[src/logic/hig_pkg.sv]
// Behaviour
// - Output asserts only with global enable set.
// - Mode bit 1 picks level or edge.
// - Mode bit 2 picks active low or high.
// - Reset default: level triggered, active low.
// - Edge mode emits a programmed-width pulse.
// - Timing bits 15:0 set width, FFFFh ~ 1 ms.
// - Default pulse width about 500 ns.
// - Timing bits 31:24 set minimum interrupt gap.
// - Writing one clears status; zero keeps it.
// - Disabled events set status, no output.
// - Level mode: output active when enabled status bit set.
// - Level output holds until enabled bits cleared.
// - Started pulse runs full length while edge mode and global enable stay set.
// - Generation keeps running with clocks stopped elsewhere.
// - OR mask hit raises interrupt, beats AND.
// - AND mask raises once all selected done.
// - One mask pair per descriptor category.
// - Bulk completions paced by done interval.
// - Done maps show which descriptors completed.
package hig_pkg;

  // Bus geometry.
  localparam int ADDR_W = 8;
  localparam int DATA_W = 32;
  localparam int STRB_W = 4;

  // Event and descriptor geometry.
  localparam int EVT_W = 16;
  localparam int NUM_CAT = 3;
  localparam int MAP_W = 16;
  localparam int EXT_EVT_W = EVT_W - NUM_CAT;
  localparam int CAT_ISO = 0;
  localparam int CAT_INT = 1;
  localparam int CAT_ASYNC = 2;

  // Register byte offsets; per-category registers sit one word apart.
  localparam logic [ADDR_W-1:0] OFF_MODE = 8'h00;
  localparam logic [ADDR_W-1:0] OFF_STATUS = 8'h04;
  localparam logic [ADDR_W-1:0] OFF_ENABLE = 8'h08;
  localparam logic [ADDR_W-1:0] OFF_EDGE = 8'h0c;
  localparam logic [ADDR_W-1:0] OFF_DONE_BASE = 8'h10;
  localparam logic [ADDR_W-1:0] OFF_AND_BASE = 8'h20;
  localparam logic [ADDR_W-1:0] OFF_OR_BASE = 8'h30;
  localparam logic [ADDR_W-1:0] OFF_BULK = 8'h40;
  localparam logic [ADDR_W-1:0] OFF_STRIDE = 8'h04;

  // Field positions.
  localparam int MODE_GLOBAL_BIT = 0;
  localparam int MODE_TRIG_BIT = 1;
  localparam int MODE_POL_BIT = 2;
  localparam int EDGE_WIDTH_LSB = 0;
  localparam int EDGE_WIDTH_W = 16;
  localparam int EDGE_GAP_LSB = 24;
  localparam int EDGE_GAP_W = 8;
  localparam int BULK_EN_BIT = 31;
  localparam int BULK_IVL_LSB = 0;
  localparam int BULK_IVL_W = 16;

  // Bus responses.
  localparam logic [1:0] RESP_OKAY = 2'h0;
  localparam logic [1:0] RESP_DECERR = 2'h3;

  // Timing: the width code maps linearly onto 0 .. 1 ms.
  localparam int CLK_PERIOD_NS = 10;
  localparam longint EDGE_FULL_NS = 1000000;
  localparam longint EDGE_MAX_CODE = 65535;
  localparam longint EDGE_DEF_NS = 500;
  localparam int FRAC_W = 16;
  localparam int ACC_W = 32;
  localparam logic [EDGE_WIDTH_W-1:0] EDGE_STEP = EDGE_WIDTH_W'(
    (EDGE_MAX_CODE * CLK_PERIOD_NS * (64'd1 << FRAC_W)) / EDGE_FULL_NS);
  localparam logic [EDGE_WIDTH_W-1:0] EDGE_DEF_CODE = EDGE_WIDTH_W'(
    (EDGE_DEF_NS * EDGE_MAX_CODE + EDGE_FULL_NS - 1) / EDGE_FULL_NS);
  localparam int TICK_NS = 1000;
  localparam int TICK_CYC = TICK_NS / CLK_PERIOD_NS;
  localparam int TICK_W = 8;
  localparam logic [TICK_W-1:0] TICK_LAST = TICK_W'(TICK_CYC - 1);

  // Mode control fields.
  typedef struct packed {
    logic polarity;
    logic trigger;
    logic global_en;
  } hig_mode_type;

  // Edge pulse timing fields.
  typedef struct packed {
    logic [EDGE_GAP_W-1:0] gap;
    logic [EDGE_WIDTH_W-1:0] width;
  } hig_edge_cfg_type;

  // Edge pulse sequencer states.
  typedef enum logic [1:0] {
    EDGE_IDLE = 2'b00,
    EDGE_PULSE = 2'b01,
    EDGE_GAP = 2'b10
  } hig_edge_state_type;

endpackage : hig_pkg

[src/logic/hig_mask_eval.sv]
`timescale 1ns/1ns
`default_nettype none
module hig_mask_eval (
  // Clock and reset.
  input wire logic aclk,
  input wire logic aresetn,
  // Category done map and masks.
  input wire logic [hig_pkg::MAP_W-1:0] done_map,
  input wire logic [hig_pkg::MAP_W-1:0] and_mask,
  input wire logic [hig_pkg::MAP_W-1:0] or_mask,
  // One-cycle request to set the category's status bit.
  output logic raise
);

  logic [hig_pkg::MAP_W-1:0] done_prev_r; // Done map one cycle ago.
  logic and_ok_r; // AND condition one cycle ago.
  logic raise_r; // Registered request.
  logic [hig_pkg::MAP_W-1:0] and_eff; // AND bits not already owned by OR.
  logic and_ok; // All AND-selected bits are done.
  logic or_new; // A newly done bit hits the OR mask.

  // Bits under the OR mask are left out of the AND test, so OR wins.
  always_comb begin
    and_eff = and_mask & ~or_mask;
    and_ok = (and_eff != '0) && ((done_map & and_eff) == and_eff);
    or_new = |(done_map & or_mask & ~done_prev_r);
  end

  // Each OR bit raises once as it completes; AND raises once on completion of the set.
  always_ff @(posedge aclk) begin
    if (!aresetn) begin
      done_prev_r <= '0;
      and_ok_r <= 1'b0;
      raise_r <= 1'b0;
    end else begin
      done_prev_r <= done_map;
      and_ok_r <= and_ok;
      raise_r <= or_new | (and_ok & ~and_ok_r);
    end
  end

  assign raise = raise_r;

endmodule : hig_mask_eval
`default_nettype wire

[src/logic/hig_irq_core.sv]
`timescale 1ns/1ns
`default_nettype none
module hig_irq_core (
  // Clock and reset.
  input wire logic aclk,
  input wire logic aresetn,
  // Write address channel.
  input wire logic [hig_pkg::ADDR_W-1:0] s_axil_awaddr,
  input wire logic s_axil_awvalid,
  output logic s_axil_awready,
  // Write data channel.
  input wire logic [hig_pkg::DATA_W-1:0] s_axil_wdata,
  input wire logic [hig_pkg::STRB_W-1:0] s_axil_wstrb,
  input wire logic s_axil_wvalid,
  output logic s_axil_wready,
  // Write response channel.
  output logic [1:0] s_axil_bresp,
  output logic s_axil_bvalid,
  input wire logic s_axil_bready,
  // Read address channel.
  input wire logic [hig_pkg::ADDR_W-1:0] s_axil_araddr,
  input wire logic s_axil_arvalid,
  output logic s_axil_arready,
  // Read data channel.
  output logic [hig_pkg::DATA_W-1:0] s_axil_rdata,
  output logic [1:0] s_axil_rresp,
  output logic s_axil_rvalid,
  input wire logic s_axil_rready,
  // Controller events, one-cycle pulses.
  input wire logic [hig_pkg::EXT_EVT_W-1:0] ext_event,
  input wire logic [hig_pkg::NUM_CAT-1:0][hig_pkg::MAP_W-1:0] td_done,
  // Interrupt line toward the processor.
  output logic irq_pin
);

  // Byte-lane merge of a write into a stored word.
  function automatic logic [hig_pkg::DATA_W-1:0] merge(
    input logic [hig_pkg::DATA_W-1:0] old_v,
    input logic [hig_pkg::DATA_W-1:0] new_v,
    input logic [hig_pkg::STRB_W-1:0] strb);
    logic [hig_pkg::DATA_W-1:0] res;
    res = old_v;
    for (int i = 0; i < hig_pkg::STRB_W; i++) begin
      if (strb[i]) begin
        res[i*8 +: 8] = new_v[i*8 +: 8];
      end
    end
    return res;
  endfunction : merge

  // Address of a per-category register.
  function automatic logic [hig_pkg::ADDR_W-1:0] cat_addr(
    input logic [hig_pkg::ADDR_W-1:0] base, input int cat);
    return base + hig_pkg::ADDR_W'(cat) * hig_pkg::OFF_STRIDE;
  endfunction : cat_addr

  // True when an address hits a mapped register.
  function automatic logic mapped(input logic [hig_pkg::ADDR_W-1:0] a);
    logic hit;
    hit = (a == hig_pkg::OFF_MODE) || (a == hig_pkg::OFF_STATUS) ||
          (a == hig_pkg::OFF_ENABLE) || (a == hig_pkg::OFF_EDGE) || (a == hig_pkg::OFF_BULK);
    for (int c = 0; c < hig_pkg::NUM_CAT; c++) begin
      hit = hit || (a == cat_addr(hig_pkg::OFF_DONE_BASE, c)) ||
            (a == cat_addr(hig_pkg::OFF_AND_BASE, c)) || (a == cat_addr(hig_pkg::OFF_OR_BASE, c));
    end
    return hit;
  endfunction : mapped

  // Software-visible state.
  hig_pkg::hig_mode_type mode_r; // Enable, trigger and polarity.
  logic [hig_pkg::EVT_W-1:0] status_r; // Sticky event status.
  logic [hig_pkg::EVT_W-1:0] enable_r; // Per-event enables.
  hig_pkg::hig_edge_cfg_type edge_cfg_r; // Pulse width and gap.
  logic [hig_pkg::NUM_CAT-1:0][hig_pkg::MAP_W-1:0] done_r; // Sticky done maps.
  logic [hig_pkg::NUM_CAT-1:0][hig_pkg::MAP_W-1:0] and_r; // AND masks.
  logic [hig_pkg::NUM_CAT-1:0][hig_pkg::MAP_W-1:0] or_r; // OR masks.
  logic bulk_en_r; // Bulk interval pacing on.
  logic [hig_pkg::BULK_IVL_W-1:0] bulk_ivl_r; // Bulk interval in ticks.

  // Bus slave state.
  logic awready_r, wready_r, bvalid_r, arready_r, rvalid_r;
  logic aw_held_r, w_held_r;
  logic [hig_pkg::ADDR_W-1:0] aw_addr_r;
  logic [hig_pkg::DATA_W-1:0] w_data_r;
  logic [hig_pkg::STRB_W-1:0] w_strb_r;
  logic [1:0] bresp_r, rresp_r;
  logic [hig_pkg::DATA_W-1:0] rdata_r;
  logic wr_fire; // Both halves of a write are in hand.
  logic [hig_pkg::DATA_W-1:0] rd_mux; // Read data for the requested address.

  // Event paths.
  logic [hig_pkg::NUM_CAT-1:0] cat_raise; // Category mask hits.
  logic [hig_pkg::EVT_W-1:0] status_set; // Bits set this cycle.
  logic [hig_pkg::EVT_W-1:0] status_clr; // Bits cleared by a write.
  logic async_pend_r; // Bulk completion waiting for the interval.
  logic [hig_pkg::BULK_IVL_W-1:0] bulk_cnt_r; // Interval progress.
  logic bulk_expire; // Interval elapsed this tick.
  logic [hig_pkg::TICK_W-1:0] tick_cnt_r; // Timebase prescaler.
  logic tick; // One-cycle timebase tick.

  // Output sequencing.
  hig_pkg::hig_edge_state_type edge_state_r;
  logic edge_pend_r; // An enabled event awaits a pulse.
  logic [hig_pkg::ACC_W-1:0] width_acc_r; // Fixed-point pulse progress.
  logic [hig_pkg::EDGE_GAP_W-1:0] gap_cnt_r; // Gap progress in ticks.
  logic pulse_done; // Pulse has reached its programmed width.
  logic irq_active; // Line should show asserted.
  logic irq_pin_r;

  assign wr_fire = aw_held_r && w_held_r && !bvalid_r;

  // Write address half: taken alone, held until the write completes.
  always_ff @(posedge aclk) begin
    if (!aresetn) begin
      awready_r <= 1'b0;
      aw_held_r <= 1'b0;
      aw_addr_r <= '0;
    end else if (s_axil_awvalid && awready_r) begin
      aw_held_r <= 1'b1;
      aw_addr_r <= s_axil_awaddr;
      awready_r <= 1'b0;
    end else if (wr_fire) begin
      aw_held_r <= 1'b0;
    end else if (!aw_held_r && !bvalid_r) begin
      awready_r <= 1'b1;
    end
  end

  // Write data half, mirroring the address half so either may come first.
  always_ff @(posedge aclk) begin
    if (!aresetn) begin
      wready_r <= 1'b0;
      w_held_r <= 1'b0;
      w_data_r <= '0;
      w_strb_r <= '0;
    end else if (s_axil_wvalid && wready_r) begin
      w_held_r <= 1'b1;
      w_data_r <= s_axil_wdata;
      w_strb_r <= s_axil_wstrb;
      wready_r <= 1'b0;
    end else if (wr_fire) begin
      w_held_r <= 1'b0;
    end else if (!w_held_r && !bvalid_r) begin
      wready_r <= 1'b1;
    end
  end

  // Write response; unmapped addresses answer with a decode error.
  always_ff @(posedge aclk) begin
    if (!aresetn) begin
      bvalid_r <= 1'b0;
      bresp_r <= hig_pkg::RESP_OKAY;
    end else if (wr_fire) begin
      bvalid_r <= 1'b1;
      bresp_r <= mapped(aw_addr_r) ? hig_pkg::RESP_OKAY : hig_pkg::RESP_DECERR;
    end else if (s_axil_bready) begin
      bvalid_r <= 1'b0;
    end
  end

  // Read mux; reserved bits read as zero.
  always_comb begin
    rd_mux = '0;
    case (s_axil_araddr)
      hig_pkg::OFF_MODE: rd_mux[hig_pkg::MODE_POL_BIT:hig_pkg::MODE_GLOBAL_BIT] = mode_r;
      hig_pkg::OFF_STATUS: rd_mux[hig_pkg::EVT_W-1:0] = status_r;
      hig_pkg::OFF_ENABLE: rd_mux[hig_pkg::EVT_W-1:0] = enable_r;
      hig_pkg::OFF_EDGE: begin
        rd_mux[hig_pkg::EDGE_WIDTH_LSB +: hig_pkg::EDGE_WIDTH_W] = edge_cfg_r.width;
        rd_mux[hig_pkg::EDGE_GAP_LSB +: hig_pkg::EDGE_GAP_W] = edge_cfg_r.gap;
      end
      hig_pkg::OFF_BULK: begin
        rd_mux[hig_pkg::BULK_EN_BIT] = bulk_en_r;
        rd_mux[hig_pkg::BULK_IVL_LSB +: hig_pkg::BULK_IVL_W] = bulk_ivl_r;
      end
      default: begin
        // Per-category maps and masks; the done maps tell which descriptors completed.
        for (int c = 0; c < hig_pkg::NUM_CAT; c++) begin
          if (s_axil_araddr == cat_addr(hig_pkg::OFF_DONE_BASE, c)) begin
            rd_mux[hig_pkg::MAP_W-1:0] = done_r[c];
          end
          if (s_axil_araddr == cat_addr(hig_pkg::OFF_AND_BASE, c)) begin
            rd_mux[hig_pkg::MAP_W-1:0] = and_r[c];
          end
          if (s_axil_araddr == cat_addr(hig_pkg::OFF_OR_BASE, c)) begin
            rd_mux[hig_pkg::MAP_W-1:0] = or_r[c];
          end
        end
      end
    endcase
  end

  // Read channel: one read at a time, answered the cycle after the address is taken.
  always_ff @(posedge aclk) begin
    if (!aresetn) begin
      arready_r <= 1'b0;
      rvalid_r <= 1'b0;
      rdata_r <= '0;
      rresp_r <= hig_pkg::RESP_OKAY;
    end else if (s_axil_arvalid && arready_r) begin
      arready_r <= 1'b0;
      rvalid_r <= 1'b1;
      rdata_r <= rd_mux;
      rresp_r <= mapped(s_axil_araddr) ? hig_pkg::RESP_OKAY : hig_pkg::RESP_DECERR;
    end else if (rvalid_r && s_axil_rready) begin
      rvalid_r <= 1'b0;
    end else if (!rvalid_r) begin
      arready_r <= 1'b1;
    end
  end

  // Plain control registers; reset leaves level mode, active low, disabled.
  always_ff @(posedge aclk) begin
    if (!aresetn) begin
      mode_r <= '0;
      enable_r <= '0;
      edge_cfg_r.width <= hig_pkg::EDGE_DEF_CODE;
      edge_cfg_r.gap <= '0;
      bulk_en_r <= 1'b0;
      bulk_ivl_r <= '0;
    end else if (wr_fire) begin
      case (aw_addr_r)
        hig_pkg::OFF_MODE: begin
          if (w_strb_r[0]) begin
            mode_r.global_en <= w_data_r[hig_pkg::MODE_GLOBAL_BIT];
            mode_r.trigger <= w_data_r[hig_pkg::MODE_TRIG_BIT];
            mode_r.polarity <= w_data_r[hig_pkg::MODE_POL_BIT];
          end
        end
        hig_pkg::OFF_ENABLE: begin
          enable_r <= hig_pkg::EVT_W'(merge(hig_pkg::DATA_W'(enable_r), w_data_r, w_strb_r));
        end
        hig_pkg::OFF_EDGE: begin
          edge_cfg_r <= {hig_pkg::EDGE_GAP_W'(merge(hig_pkg::DATA_W'(edge_cfg_r.gap) <<
                           hig_pkg::EDGE_GAP_LSB, w_data_r, w_strb_r) >> hig_pkg::EDGE_GAP_LSB),
                         hig_pkg::EDGE_WIDTH_W'(merge(hig_pkg::DATA_W'(edge_cfg_r.width), w_data_r,
                               w_strb_r))};
        end
        hig_pkg::OFF_BULK: begin
          if (w_strb_r[hig_pkg::STRB_W-1]) begin
            bulk_en_r <= w_data_r[hig_pkg::BULK_EN_BIT];
          end
          bulk_ivl_r <= hig_pkg::BULK_IVL_W'(merge(hig_pkg::DATA_W'(bulk_ivl_r), w_data_r,
                              w_strb_r) >> hig_pkg::BULK_IVL_LSB);
        end
        default: begin
          // Other addresses are handled by their own processes or ignored.
        end
      endcase
    end
  end

  // Masks and sticky done maps, one set per descriptor category.
  for (genvar c = 0; c < hig_pkg::NUM_CAT; c++) begin : g_cat
    logic [hig_pkg::MAP_W-1:0] done_clr; // Write-one-to-clear bits.

    always_comb begin
      done_clr = '0;
      if (wr_fire && aw_addr_r == cat_addr(hig_pkg::OFF_DONE_BASE, c)) begin
        done_clr = hig_pkg::MAP_W'(merge('0, w_data_r, w_strb_r));
      end
    end

    // A completion in the cycle of its clear survives: the set is applied last.
    always_ff @(posedge aclk) begin
      if (!aresetn) begin
        done_r[c] <= '0;
        and_r[c] <= '0;
        or_r[c] <= '0;
      end else begin
        done_r[c] <= (done_r[c] & ~done_clr) | td_done[c];
        if (wr_fire && aw_addr_r == cat_addr(hig_pkg::OFF_AND_BASE, c)) begin
          and_r[c] <= hig_pkg::MAP_W'(merge(hig_pkg::DATA_W'(and_r[c]), w_data_r, w_strb_r));
        end
        if (wr_fire && aw_addr_r == cat_addr(hig_pkg::OFF_OR_BASE, c)) begin
          or_r[c] <= hig_pkg::MAP_W'(merge(hig_pkg::DATA_W'(or_r[c]), w_data_r, w_strb_r));
        end
      end
    end

    // Each category sees only its own map and masks.
    hig_mask_eval u_eval (
      .aclk(aclk),
      .aresetn(aresetn),
      .done_map(done_r[c]),
      .and_mask(and_r[c]),
      .or_mask(or_r[c]),
      .raise(cat_raise[c])
    );
  end

  // Shared timebase for the gap and the bulk interval.
  always_ff @(posedge aclk) begin
    if (!aresetn) begin
      tick_cnt_r <= '0;
    end else begin
      tick_cnt_r <= (tick_cnt_r == hig_pkg::TICK_LAST) ? '0 : tick_cnt_r + 1'b1;
    end
  end
  assign tick = (tick_cnt_r == hig_pkg::TICK_LAST);

  // Bulk pacing: a zero interval is treated as one tick, never as a stall.
  assign bulk_expire = tick && (bulk_cnt_r + 1'b1 >= bulk_ivl_r);

  // Bulk completions wait for the next interval boundary before they may raise.
  always_ff @(posedge aclk) begin
    if (!aresetn) begin
      bulk_cnt_r <= '0;
      async_pend_r <= 1'b0;
    end else if (!bulk_en_r) begin
      bulk_cnt_r <= '0;
      async_pend_r <= 1'b0;
    end else begin
      if (tick) begin
        bulk_cnt_r <= bulk_expire ? '0 : bulk_cnt_r + 1'b1;
      end
      async_pend_r <= (async_pend_r && !bulk_expire) || cat_raise[hig_pkg::CAT_ASYNC];
    end
  end

  // Events feeding the status register; disabled ones still set their bit.
  always_comb begin
    status_set = {ext_event, cat_raise};
    if (bulk_en_r) begin
      status_set[hig_pkg::CAT_ASYNC] = async_pend_r && bulk_expire;
    end
    status_clr = '0;
    if (wr_fire && aw_addr_r == hig_pkg::OFF_STATUS) begin
      status_clr = hig_pkg::EVT_W'(merge('0, w_data_r, w_strb_r));
    end
  end

  // Write-one-to-clear status; an event in the clearing cycle wins.
  always_ff @(posedge aclk) begin
    if (!aresetn) begin
      status_r <= '0;
    end else begin
      status_r <= (status_r & ~status_clr) | status_set;
    end
  end

  // Pulse length grows linearly with the code: a fixed fraction per clock.
  assign pulse_done = width_acc_r[hig_pkg::ACC_W-1 -: hig_pkg::EDGE_WIDTH_W] >= edge_cfg_r.width;

  // Edge sequencer: pulse, optional gap, then ready for the next pulse.
  always_ff @(posedge aclk) begin
    if (!aresetn) begin
      edge_state_r <= hig_pkg::EDGE_IDLE;
      width_acc_r <= '0;
      gap_cnt_r <= '0;
    end else begin
      case (edge_state_r)
        hig_pkg::EDGE_IDLE: begin
          width_acc_r <= '0;
          gap_cnt_r <= '0;
          if (edge_pend_r && mode_r.trigger && mode_r.global_en) begin
            edge_state_r <= hig_pkg::EDGE_PULSE;
          end
        end
        hig_pkg::EDGE_PULSE: begin
          // Status clears do not reach here, so the pulse always runs out.
          width_acc_r <= width_acc_r + hig_pkg::ACC_W'(hig_pkg::EDGE_STEP);
          if (pulse_done) begin
            edge_state_r <= (edge_cfg_r.gap != '0) ? hig_pkg::EDGE_GAP : hig_pkg::EDGE_IDLE;
          end
        end
        hig_pkg::EDGE_GAP: begin
          // Events arriving now only accumulate in the pending flag.
          if (tick) begin
            gap_cnt_r <= gap_cnt_r + 1'b1;
            if (gap_cnt_r + 1'b1 >= edge_cfg_r.gap) begin
              edge_state_r <= hig_pkg::EDGE_IDLE;
            end
          end
        end
        default: begin
          edge_state_r <= hig_pkg::EDGE_IDLE;
        end
      endcase
    end
  end

  // Pending edge request: set by enabled events in edge mode only, so level-mode traffic
  // never leaves a stale pulse behind for a later switch to edge mode.
  always_ff @(posedge aclk) begin
    if (!aresetn) begin
      edge_pend_r <= 1'b0;
    end else begin
      edge_pend_r <= (edge_pend_r && !(edge_state_r == hig_pkg::EDGE_IDLE && mode_r.trigger
                                       && mode_r.global_en))
                     || (|(status_set & enable_r) && mode_r.global_en && mode_r.trigger);
    end
  end

  // Asserted level before polarity: level mode follows enabled status.
  always_comb begin
    if (mode_r.trigger) begin
      irq_active = (edge_state_r == hig_pkg::EDGE_PULSE);
    end else begin
      irq_active = |(status_r & enable_r);
    end
    irq_active = irq_active && mode_r.global_en;
  end

  // The line runs on the always-on bus clock, so gated core clocks never silence it.
  always_ff @(posedge aclk) begin
    if (!aresetn) begin
      irq_pin_r <= 1'b1;
    end else begin
      irq_pin_r <= mode_r.polarity ? irq_active : !irq_active;
    end
  end

  // Outputs straight from flip-flops.
  assign s_axil_awready = awready_r;
  assign s_axil_wready = wready_r;
  assign s_axil_bvalid = bvalid_r;
  assign s_axil_bresp = bresp_r;
  assign s_axil_arready = arready_r;
  assign s_axil_rvalid = rvalid_r;
  assign s_axil_rdata = rdata_r;
  assign s_axil_rresp = rresp_r;
  assign irq_pin = irq_pin_r;

endmodule : hig_irq_core
`default_nettype wire

[config.mk]
export PLATFORM = sky130hd
export DESIGN_NAME = hig_irq_core
export DESIGN_NICKNAME = d
export VERILOG_FILES = /design/src/logic/hig_pkg.sv /design/src/logic/hig_mask_eval.sv /design/src/logic/hig_irq_core.sv
export SDC_FILE = /design/constraint.sdc
export NUM_CORES = 1
export LEC_CHECK = 0
export ABC_AREA = 1
export BUFFER_PORTS_ARGS = -buffer_cell sky130_fd_sc_hd__buf_2
export CAP_MARGIN = 20
export CELL_PAD_IN_SITES_DETAIL_PLACEMENT = 0
export CELL_PAD_IN_SITES_GLOBAL_PLACEMENT = 1
export CORE_ASPECT_RATIO = 0.5
export CORE_MARGIN = 2
export CORE_UTILIZATION = 40
export CTS_CLUSTER_DIAMETER = 60
export DETAILED_ROUTE_END_ITERATION = 10
export MAX_ROUTING_LAYER = met4
export PLACE_DENSITY_LB_ADDON = 0.1
export SYNTH_ARGS = -nofsm -noshare
export SYNTH_HDL_FRONTEND = slang
export SYNTH_HIERARCHICAL = 1
export SYNTH_SLANG_ARGS = --single-unit
[constraint.sdc]
create_clock -name aclk -period 3 [get_ports aclk]
set_clock_uncertainty 0.1 [all_clocks]
set_input_delay 0.15 -clock aclk [delete_from_list [all_inputs] [get_ports aclk]]
set_output_delay 0.15 -clock aclk [all_outputs]
set_load 0.02 [all_outputs]
After elaboration in Yosys (flattened, before gate mapping)
Index checks and enable logic that the tools add are counted.
Widths: inputs -> output; s select.
{ "word_totals": {"regBits": 422, "inputBits": 120, "output_inout_bits": 42, "word_cells": 301} }
{ "op_classes": {"addsub": 4, "order_cmp": 3, "eq_ne": 36, "n_mux": 41, "n_bitwise": 45, "n_reduce_logical": 115} }
{ "op_table": {"columns": ["cell", "count"], "rows": [
  ["$and 16x16->16", 18],
  ["$mux 16", 14],
  ["$not 16->16", 10],
  ["$eq 8x6->1 const B", 12],
  ["$reduce_or 16->1", 5],
  ["$pmux 13 s5", 1],
  ["$or 16x16->16", 4],
  ["$pmux 32 s2", 1],
  ["$eq 16x16->1", 3],
  ["$eq 8x5->1 const B", 6],
  ["$reduce_bool 16->1", 3],
  ["$reduce_and 2->1", 17],
  ["$add 32x16->32 const B", 1],
  ["$eq 8x4->1 const B", 4],
  ["$ge 16x16->1", 2],
  ["$logic_and 1x1->1", 32],
  ["$logic_or 1x1->1", 28],
  ["$reduce_and 3->1", 9],
  ["$eq 8x7->1 const B", 3],
  ["$mux 8", 3],
  ["$add 16x1->16 const B", 1],
  ["$add 8x1->8 const B", 2],
  ["$eq 8x3->1 const B", 2],
  ["$logic_not 8->1", 2],
  ["other kinds (20)", 61]
]} }

Depth between registers and ports, before layout
Gate-level depths: netlist of the first run.
{ "depth": {"word_depth": 15, "mapped_depth": 19, "mapped_depth_nobuf": 19} }

By module
Netlist of the first run, hierarchy kept.
{ "by_module_without_submodules": {"columns": ["module", "instances", "cells_each", "area_per_inst_um2", "seq_area_each_um2"], "rows": [
  ["hig_irq_core", 1, 2248, 16618.4, 7146.9],
  ["hig_mask_eval", 3, 172, 1024.7, 360.3]
]} }

Least setup slack after synthesis of the first run
OpenSTA, ideal clock, no wires.
{ "synth_path": {"path_type": "reg-to-reg", "startpoint": "reg bulk_cnt_r[0] in the netlist's numbering", "endpoint": "reg bulk_cnt_r[4] in the netlist's numbering", "setup_ns": 0.134, "t_arrival_ns": 2.655, "required_time_ns": 2.766, "slack_ns": 0.111, "stages_incl_launch_ff": 18, "n_path_buf": 1, "synth_period_minus_slack_ns": 2.889, "path_cell_list": "dfxtp_1 > ha_1 > nand3_1 > nor3_2 > nand3_1 > nor2_1 > nand4_1 > xor2_1 > inv_2 > ha_1 > nand2_1 > nor3_1 > nand3_1 > nand3_1 > nand2_1 > nand3_1 > buf_1 > a211oi_1"} }
{ "synth_between": {"elab_chain_cells": 4} }
{ "synth_lines": {"columns": ["item", "line", "rtl"], "rows": [
  ["start, declared", "hig_irq_core.sv:96", "logic [hig_pkg::BULK_IVL_W-1:0] bulk_cnt_r;"],
  ["start signal, assigned", "hig_irq_core.sv:315", "bulk_cnt_r <= bulk_expire ? '0 : bulk_cnt_r + 1'b1;"],
  ["$add 16x1->16 *", "hig_irq_core.sv:303, hig_irq_core.sv:315", null],
  ["$ge 16x16->1", "hig_irq_core.sv:303", "assign bulk_expire = tick && (bulk_cnt_r + 1'b1 >= bulk_ivl_r);"],
  ["$logic_and 1x1->1", "hig_irq_core.sv:303", null],
  ["$mux 16 *", "hig_irq_core.sv:315", null]
]} }
Every way passes the cells marked *; elsewhere a longest branch is shown, timed or not.
A chain may end at the register's enable or synchronous reset.

Worst setup path after layout of the first run
{ "layout_path": {"startpoint": "reg bulk_cnt_r[0] in the netlist's numbering", "endpoint": "reg bulk_cnt_r[10] in the netlist's numbering"} }
Same word-level chain as after synthesis.

==> results of run 1 <==
-- routing by layer --
layer	vias to the layer above	share of wire, %	track usage (%)	routed length (µm)
met5	-	0	-	0
met4	0	1.5	4.91	1110
met3	78	5.5	3.44	3980
met2	497	45	45.5	32800
met1	9130	48	39.1	34400
li1	9563	-	-	-
-- sequential cells by signal, indices dropped and copies added, names as in the netlist, 2 cells and up --
name and flops:
and_r 48, aw_addr_r 8, bulk_cnt_r 16, bulk_ivl_r 16, done_r 48, edge_cfg_r 24
edge_state_r 2, enable_r 16, g_cat.u_eval/and_ok_r 3, g_cat.u_eval/done_prev_r 48, g_cat.u_eval/raise 3, gap_cnt_r 8
mode_r 3, or_r 48, s_axil_rdata 24, status_r 16, tick_cnt_r 8, w_data_r 24
w_strb_r 3, width_acc_r 32
-- cell type report --
| type | count | area share [%] |
|---|---|---|
| Clock inverter | 18 | 0.801 |
| Multi-Input combinational cell | 1854 | 40.6 |
| Inverter | 398 | 6.31 |
| Tap cell | 649 | 3.42 |
| Sequential cell | 411 | 34.7 |
| Timing Repair Buffer | 297 | 9.37 |
| Clock buffer | 53 | 4.81 |
-- worst max-delay path by stage --
stage             startpoint        endpoint  slack (ps)  cells after the start
6_report       bulk_cnt_r[0]  bulk_cnt_r[10]         110                     16
5_1_grt        bulk_cnt_r[1]     edge_pend_r        -100                     18
4_1_cts        bulk_cnt_r[0]     edge_pend_r           9                     19
3_5_place_dp   bulk_cnt_r[0]     edge_pend_r          40                     19
3_3_place_gp   bulk_cnt_r[2]   bulk_cnt_r[9]          60                     16
2_1_floorplan  bulk_cnt_r[0]   bulk_cnt_r[4]         110                     17
-- power by group --
group | switching [mW] | internal, mW | leakage (nW) | total (mW)
sequential | 0.151 | 5.62 | 3.35 | 5.77
combinational | 0.574 | 0.329 | 6.21 | 0.903
clock | 2.35 | 2.96 | 0.654 | 5.31
total | 3.08 | 8.90 | 10.2 | 12.0
-- kinds of logic (layout without fill, tap and decap cells) --
group / after synthesis / after routing / share of synthesized area (%)
AOI/OAI and AO/OA: 710 / 710 / 19.2
xor gates and xnor gates: 22 / 22 / 0.978
buffers and inverters: 506 / 766 / 10.3
adders and majority gates: 44 / 44 / 2.80
other: 1 / 8 / 0.0190
and+or+nand+nor: 1070 / 1070 / 24.9
DFF: 411 / 411 / 41.8
-- through the flow --
stage	total power, mW	cells	setup WS [ps]	hold WS (ps)
final	12.0	3680	115	52.5
after floorplan	6.31	2771	111	155
after CTS	12.1	3675	9.13	38.5
after detailed placement	6.67	3492	39.2	259
after global routing	12.4	3680	-99.7	77.9
after global placement	6.66	3492	64.4	244
-- synthesized netlist by cell type, types with 26 or more instances --
cell type / instances / area, µm²
o21ai_0: 259 / 1300
ha_1: 44 / 551
nor3_1: 45 / 225
nand2_1: 532 / 2000
a211oi_1: 26 / 195
inv_1: 372 / 1400
clkbuf_1: 59 / 221
dfxtp_1: 411 / 8230
a21oi_1: 350 / 1750
nor2_1: 195 / 732
nand3b_1: 38 / 285
nand3_1: 135 / 676
nand4_1: 45 / 282
-- worst max-delay path, cell delays in order, from the launching register on --
cell and delay (ps):
dfxtp_4 380, nand3_4 80, nor3_4 220, nand3_2 120
nor3_4 220, nand3_2 100, xor2_1 140, inv_1 100
ha_4 260, a21oi_2 130, nand2_1 120, a21oi_2 170
nand3_2 110, nand2_2 110, nand3_4 100, buf_12 170
a211oi_1 180
-- repair_timing --
| action | CTS | global route |
|---|---|---|
| endpoints found under the setup margin | 0 | 19 |
| resized for setup | 0 | 37 |
| buffers inserted | 0 | 4 |
| hold buffers | 112 | 0 |
| hold endpoints to repair | 123 | 0 |
==> run summary, run 1 <==
Final design area excluding fillers: 23700 µm²
CP Class: reg2reg
WL/cell: 19.6 µm
Most frequent cells in the layout: 529 x nand2_1, 408 x dfxtp_1, 370 x inv_1, 348 x a21oi_1, 259 x o21ai_0
CTS Buffer Depth: 3
Power density over cell area: 505 nW/µm²
First-pass GRT wire length: 109 mm
Final number of max-transition violations: 0
Vias in the first global route: 17952
Largest net degree at the start of global routing: 127
CTS sink count: 411
GP Congestion: 0.909
Final cycle utilization of the critical path: 96.2%
Die Ht: 161 µm
Worst setup SP type: flip-flop
Run status: finished clean
MaxCap Viol Count: 0
Fmax: 347 MHz
Ys async rst share: 0%
Worst Path Max Fanout: 7
Htree depth: 2
IO Port Bufs: 144
R2R setup slack: 110 ps
Num ports: 162
Die area: 51100 µm²
Fillers: 4948
IR drop worst, VDD: 0.308 mV
Avg Cell Area, Syn: 7.12 µm²
N_diodes: 0
Share of cells above drive strength 1: 11.8%
Drt pass-1 iters: 7
Post-route ant nets: 0
Final core utilization: 48.9%
Core Region: 48600 µm²
Via Count: 19268
Hold path endpoint: s_axil_arready
Die X: 318 µm
Seq/Total Area, Yosys: 41.8%
Reg area: 8240 µm²
Clk slew on worst S/H paths: 60 ps
Min-Delay Path Depth: 5
Hold Fails Final Rpt: 0
LEAKAGE: 10.2 nW
TritonCTS Buffers: 40
Via/cell ratio: 5.24
Worst hold path class: in2reg
Gr ovfl total: 0
Worst skew pair latency: 550 ps
Row Count: 57
Commonest non-fill, non-tap cell in the layout: nand2_1
Post-Route WL: 72.2 mm
Synth Cell Area: 19700 µm²
Starting Density: 40.5%
Post-synthesis cell type count: 51
Footprint of the multi-input gates: 9630 µm²
Slew @ Worst Pin: 799 ps
Total Routing Usage GR: 28.4%
Final setup fails: 0
Sum Neg Setup Slack: 0 ps
Final min period: 2890 ps
Worst EP required: 3370 ps
Nets: 3166
Post-synth EDFFs: 0
Worst flop-to-flop path startpoint: bulk_cnt_r[0]
Hold wc startpoint: s_axil_arvalid
Clock root buffer: clkbuf_16
Worst EP arrival: 3250 ps
Antenna violations before repair: 1
CTS tree: done
Ys flop type: dfxtp_1
Cell count after synthesis: 2764
#FFs+latches synth: 411
Initial DRC count: 1632
Worst setup EP type: flip-flop
FF-to-FF path depth: 16
Warnings from Yosys: 6
Relative slew slack: 46.6%
RSZ-0062 raised after global routing: true
Detailed Place HPWL: 52.0 mm
FF-to-FF End: bulk_cnt_r[10]
Area delta synth->final: 20.5%
Post-route DRC violation count: 0
Placed cell area: 21000 µm²
No activity file was read; power rests on OpenSTA's default activity.
==> run 2: changes to the inputs <==
Settings changed: CELL_PAD_IN_SITES_DETAIL_PLACEMENT 0 to 1, CELL_PAD_IN_SITES_GLOBAL_PLACEMENT 1 to 2, CORE_UTILIZATION 40 to 31.
==> run 2 against run 1 <==
Effect of this change:
- critical path depth stayed put
- worst hold slack better by 23 ps
- clock power is 7.2% higher
- first-iteration DRC count is 36% lower
- largest power group unchanged
==> run summary, run 2 (same netlist as run 1, synthesis figures left out) <==
IR drop worst, VDD: 0.335 mV
Via/cell ratio: 5.02
Fmax: 349 MHz
Drt pass-1 iters: 5
CTS sink count: 411
Hold_ws: 75.0 ps
Detailed Place HPWL: 59.5 mm
Run status: finished clean
Row Count: 65
CTS tree: done
Worst skew pair latency: 580 ps
Overall power: 12.4 mW
Die X: 360 µm
Power density over cell area: 515 nW/µm²
LEAKAGE: 10.3 nW
Die area: 65700 µm²
TritonCTS Buffers: 43
Worst Path Max Fanout: 4
WL/cell: 21.0 µm
Die Ht: 182 µm
Worst EP arrival: 3230 ps
Most frequent cells in the layout: 527 x nand2_1, 407 x dfxtp_1, 369 x inv_1, 346 x a21oi_1, 258 x o21ai_0
Post-route ant nets: 0
Worst slack, placed: -26.3 ps
Num ports: 162
Starting Density: 31.3%
Final design area excluding fillers: 24100 µm²
CP Class: reg2reg
Placed cell area: 21300 µm²
RSZ-0062 raised after global routing: true
CTS Buffer Depth: 3
Initial DRC count: 1051
GP Congestion: 0.865
Worst hold path class: in2reg
Final worst setup slack: 134 ps
Final cycle utilization of the critical path: 95.5%
Gr ovfl total: 0
Final setup fails: 0
Hold Fails Final Rpt: 0
Clock root buffer: clkbuf_16
Vias in the first global route: 19540
Commonest non-fill, non-tap cell in the layout: nand2_1
Relative slew slack: 38.1%
Core Region: 62900 µm²
Slew @ Worst Pin: 928 ps
IO Port Bufs: 144
Via Count: 19434
First-pass GRT wire length: 123 mm
Nets: 3166
Clk slew on worst S/H paths: 70 ps
Post-Route WL: 81.0 mm
Htree depth: 2
Area delta synth->final: 22.2%
N_diodes: 0
Largest net degree at the start of global routing: 140
Total Routing Usage GR: 25.1%
Post-route DRC violation count: 0
Final min period: 2870 ps
Antenna violations before repair: 3
Worst setup EP type: flip-flop
Worst EP required: 3360 ps
Worst setup SP type: flip-flop
Share of cells above drive strength 1: 12.4%
Final number of max-transition violations: 0
MaxCap Viol Count: 0
-- run 2: layout make-up --
type | instances | area, µm²
tap | 837 | 1050
inverter | 398 | 1500
timing repair buffer | 294 | 2190
fill | 7863 | 38900
clock buffer | 59 | 1280
sequential | 411 | 8240
multi-input combinational | 1854 | 9650
clock inverter | 15 | 161
-- run 2: metal layers --
metal | track usage [%] | routed length (µm) | vias up
li1 | - | - | 9572
met1 | 35.0 | 40500 | 9505
met2 | 40.0 | 36600 | 279
met3 | 2.72 | 2880 | 78
met4 | 3.98 | 1050 | 0
met5 | - | 0 | -
-- run 2: power by group --
group / switching, mW / internal [mW] / total [mW]
combinational: 0.600 / 0.324 / 0.923
clock: 2.46 / 3.23 / 5.69
sequential: 0.151 / 5.62 / 5.77
total: 3.21 / 9.18 / 12.4
-- run 2: worst paths after layout --
path	from	endpoint	slack, ps	cells after the start
setup / recovery	bulk_cnt_r[1]	async_pend_r	130	16
setup reg to reg	bulk_cnt_r[1]	async_pend_r	130	16
hold / removal	s_axil_arvalid	s_axil_rdata[27]	80	5
hold reg to reg	w_strb_r[3]	w_strb_r[3]	360	2
-- run 2: through the flow --
stage	util [%]	std cells	setup TNS [ps]
final	38.2	3868	0
after global routing	38.2	3868	-433
after CTS	37.9	3864	0
after detailed placement	33.8	3680	-51.4
after global placement	33.8	3680	0
after floorplan	-	2771	0
-- run 2: worst max-delay path: stages, from the launching register on --
cell and delay [ps]:
dfxtp_4 380, ha_4 150, nand3_4 80, nor3_4 200, nand3_2 130, nor2_4 150, nand2_2 60, xor2_1 160
ha_1 310, nand4_1 150, nor3_2 200, nand3_1 100, nand3_2 120, buf_4 120, nand2_1 120, a21oi_2 160
nor2_1 40
-- run 2: what timing repair did --
| item | CTS | global route |
|---|---|---|
| endpoints found under the setup margin | 6 | 19 |
| gates cloned | 1 | 0 |
| buffers inserted | 6 | 4 |
| hold endpoints to repair | 141 | 0 |
| hold buffers | 103 | 0 |
| pin swaps | 8 | 18 |
| resized for setup | 13 | 31 |
==> run 3: changes to the inputs <==
Settings changed: PLACE_DENSITY set to 0.72, PLACE_DENSITY_LB_ADDON 0.1 to unset.
==> run 3 against run 2 <==
Effect of this change:
- fmax down 2.0%
- global-route usage shrank 0.053 points
- first-iteration DRC count grew 21%
- cell count is 0.31% higher
- sequential cell count is the same
- power rose by 0.76%
- sequential share of layout area about the same
- critical path depth up 2
- core utilization is essentially flat
- combinational power hardly changed
- clock-buffer cell count rose by 10
- via count rose by 1.2%
==> run summary, run 3 (same netlist as run 1, synthesis figures left out) <==
Relative slew slack: 34.4%
Switching share of power: 25.6%
Worst flop-to-flop path startpoint: bulk_cnt_r[0]
Die X: 360 µm
Initial DRC count: 1276
Run status: finished clean
Final worst setup slack: 74.5 ps
Worst skew pair latency: 590 ps
CP Class: reg2reg
Slew @ Worst Pin: 984 ps
Final cycle utilization of the critical path: 97.5%
Net switching power: 3.19 mW
Gr ovfl total: 0
Most frequent cells in the layout: 530 x nand2_1, 408 x dfxtp_1, 370 x inv_1, 346 x a21oi_1, 258 x o21ai_0
Detailed Place HPWL: 59.4 mm
Die Ht: 182 µm
FF-to-FF End: edge_pend_r
Antenna violations before repair: 3
Met1 GRT Util: 33.5%
Hold Fails Final Rpt: 0
Commonest non-fill, non-tap cell in the layout: nand2_1
Power density over cell area: 518 nW/µm²
WL/cell: 20.9 µm
Worst setup SP type: flip-flop
Min-Delay Path Depth: 3
Final min period: 2930 ps
Share of cells above drive strength 1: 12.4%
First-pass GRT wire length: 122 mm
Via/cell ratio: 5.07
GP Congestion: 0.880
Slowest stage delay, CP: 370 ps
RSZ-0062 raised after global routing: true
Critical path destination: edge_pend_r
TritonCTS Buffers: 43
LEAKAGE: 10.3 nW
Fmax: 342 MHz
Total Routing Usage GR: 25.1%
Busiest grt layer: met2
IR drop worst, VDD: 0.420 mV
Num ports: 162
Int Pwr: 9.29 mW
CTS sink count: 411
Worst setup EP type: flip-flop
Overall power: 12.5 mW
Slowest-stage cell, CP: dfxtp_4
Final setup fails: 0
Placed Cells: 3696
Gate power share: 7.4%
Seq pwr share: 46.3%
Worst Path Max Fanout: 3
Nets: 3173
Global Route met2 Usage: 40.3%
R2R setup slack: 70 ps
Post-route ant nets: 0
Clock root buffer: clkbuf_16
MaxCap Viol Count: 0
Clock share of power: 46.3%
Hold_ws: 93.4 ps
Starting Density: 31.3%
Worst EP arrival: 3330 ps
Vias in the first global route: 19476
Post-route DRC violation count: 0
Largest net degree at the start of global routing: 140
Htree depth: 2
CTS Buffer Depth: 3
Drt pass-1 iters: 5
CTS tree: done
FF-to-FF path depth: 18
Worst EP required: 3400 ps
GRT met3 Usage: 3.72%
Area delta synth->final: 22.3%
Die area: 65700 µm²
CP Launch Point: bulk_cnt_r[0]
Clk slew on worst S/H paths: 60 ps
Worst hold path class: in2reg
Worst slack, placed: 20.8 ps
Final number of max-transition violations: 0
Row Count: 65
Via Count: 19661
Core Region: 62900 µm²
Non-filler cells, final: 3880
Worst path cell trace: ha_2, nand3_2, nor3_4, nand3_2, buf_4, buf_4, xor2_1, ha_1, nand4_1, nor3_2, nand3_1, nand3_2, nand3_2, nand2_1, nand2_1, nand2_1, nand2_1, a21oi_2
IO Port Bufs: 144
Post-Route WL: 81.2 mm
-- run 3: cell count changes in the layout (fill, tap and decap cells not counted), sizes merged --
cell	before	now
clkinv	13	10
buf	191	200
diode	0	1
inv	394	393
clkbuf	59	70
dlygate4sd3	103	100
clkinvlp	3	1
-- run 3: worst min-delay path by stage --
stage                               from       endpoint
final                     s_axil_awvalid   aw_addr_r[4]
after floorplan            s_axil_rready  s_axil_rvalid
after global placement     s_axil_rready  s_axil_rvalid
after global routing       s_axil_wvalid   w_data_r[11]
after detailed placement   s_axil_rready  s_axil_rvalid
after CTS                 s_axil_awvalid   aw_addr_r[4]
-- run 3: critical path: cells and delay by family, from the launching register on --
| family | cells | cell delay (ps) |
|---|---|---|
| xor gates and xnor gates | 1 | 150 |
| DFF | 1 | 370 |
| AOI/OAI and AO/OA | 1 | 100 |
| buffers and inverters | 2 | 270 |
| adders and majority gates | 2 | 490 |
| and+or+nand+nor | 12 | 1390 |
-- run 3: metal layers --
layer  routed length, µm  vias up
met5                   0        -
met4                1560        0
met3                3150       88
met2               37400      290
met1               39000     9707
li1                    -     9576
-- run 3: power groups by stage --
stage | Sequential (mW) | Combinational [mW] | Clock (mW)
5_1_grt | 5.79 | 1.02 | 6.15
2_1_floorplan | 5.86 | 0.445 | 0
3_3_place_gp | 5.89 | 0.808 | 0
4_1_cts | 5.77 | 0.925 | 5.92
3_5_place_dp | 5.90 | 0.821 | 0
6_report | 5.77 | 0.926 | 5.78
-- run 3: stage by stage --
stage / setup TNS (ps) / instance area [µm²] / utilization, %
final: 0 / 24100 / 38.3
after global routing: -590 / 24100 / 38.3
after CTS: 0 / 23900 / 37.9
after detailed placement: 0 / 21400 / 34.0
after global placement: 0 / 21400 / 34.0
after floorplan: 0 / 19700 / -
-- run 3: timing repair --
action | in CTS | in global routing
cloned | 0 | 1
setup endpoints to repair | 2 | 19
pin swaps | 1 | 13
buffers inserted | 1 | 3
hold buffers | 100 | 0
endpoints found under the hold margin | 113 | 0
resized for setup | 1 | 35
-- run 3: area by class of cell --
type,count,area (µm²)
diodes,1,2.50
clock buffers,69,1360
clock inverters,9,126
fillers,7893,38900
inverters,398,1500
multi-input cells,1854,9610
flip-flops and latches,411,8240
well taps,837,1050
repair buffers,301,2210
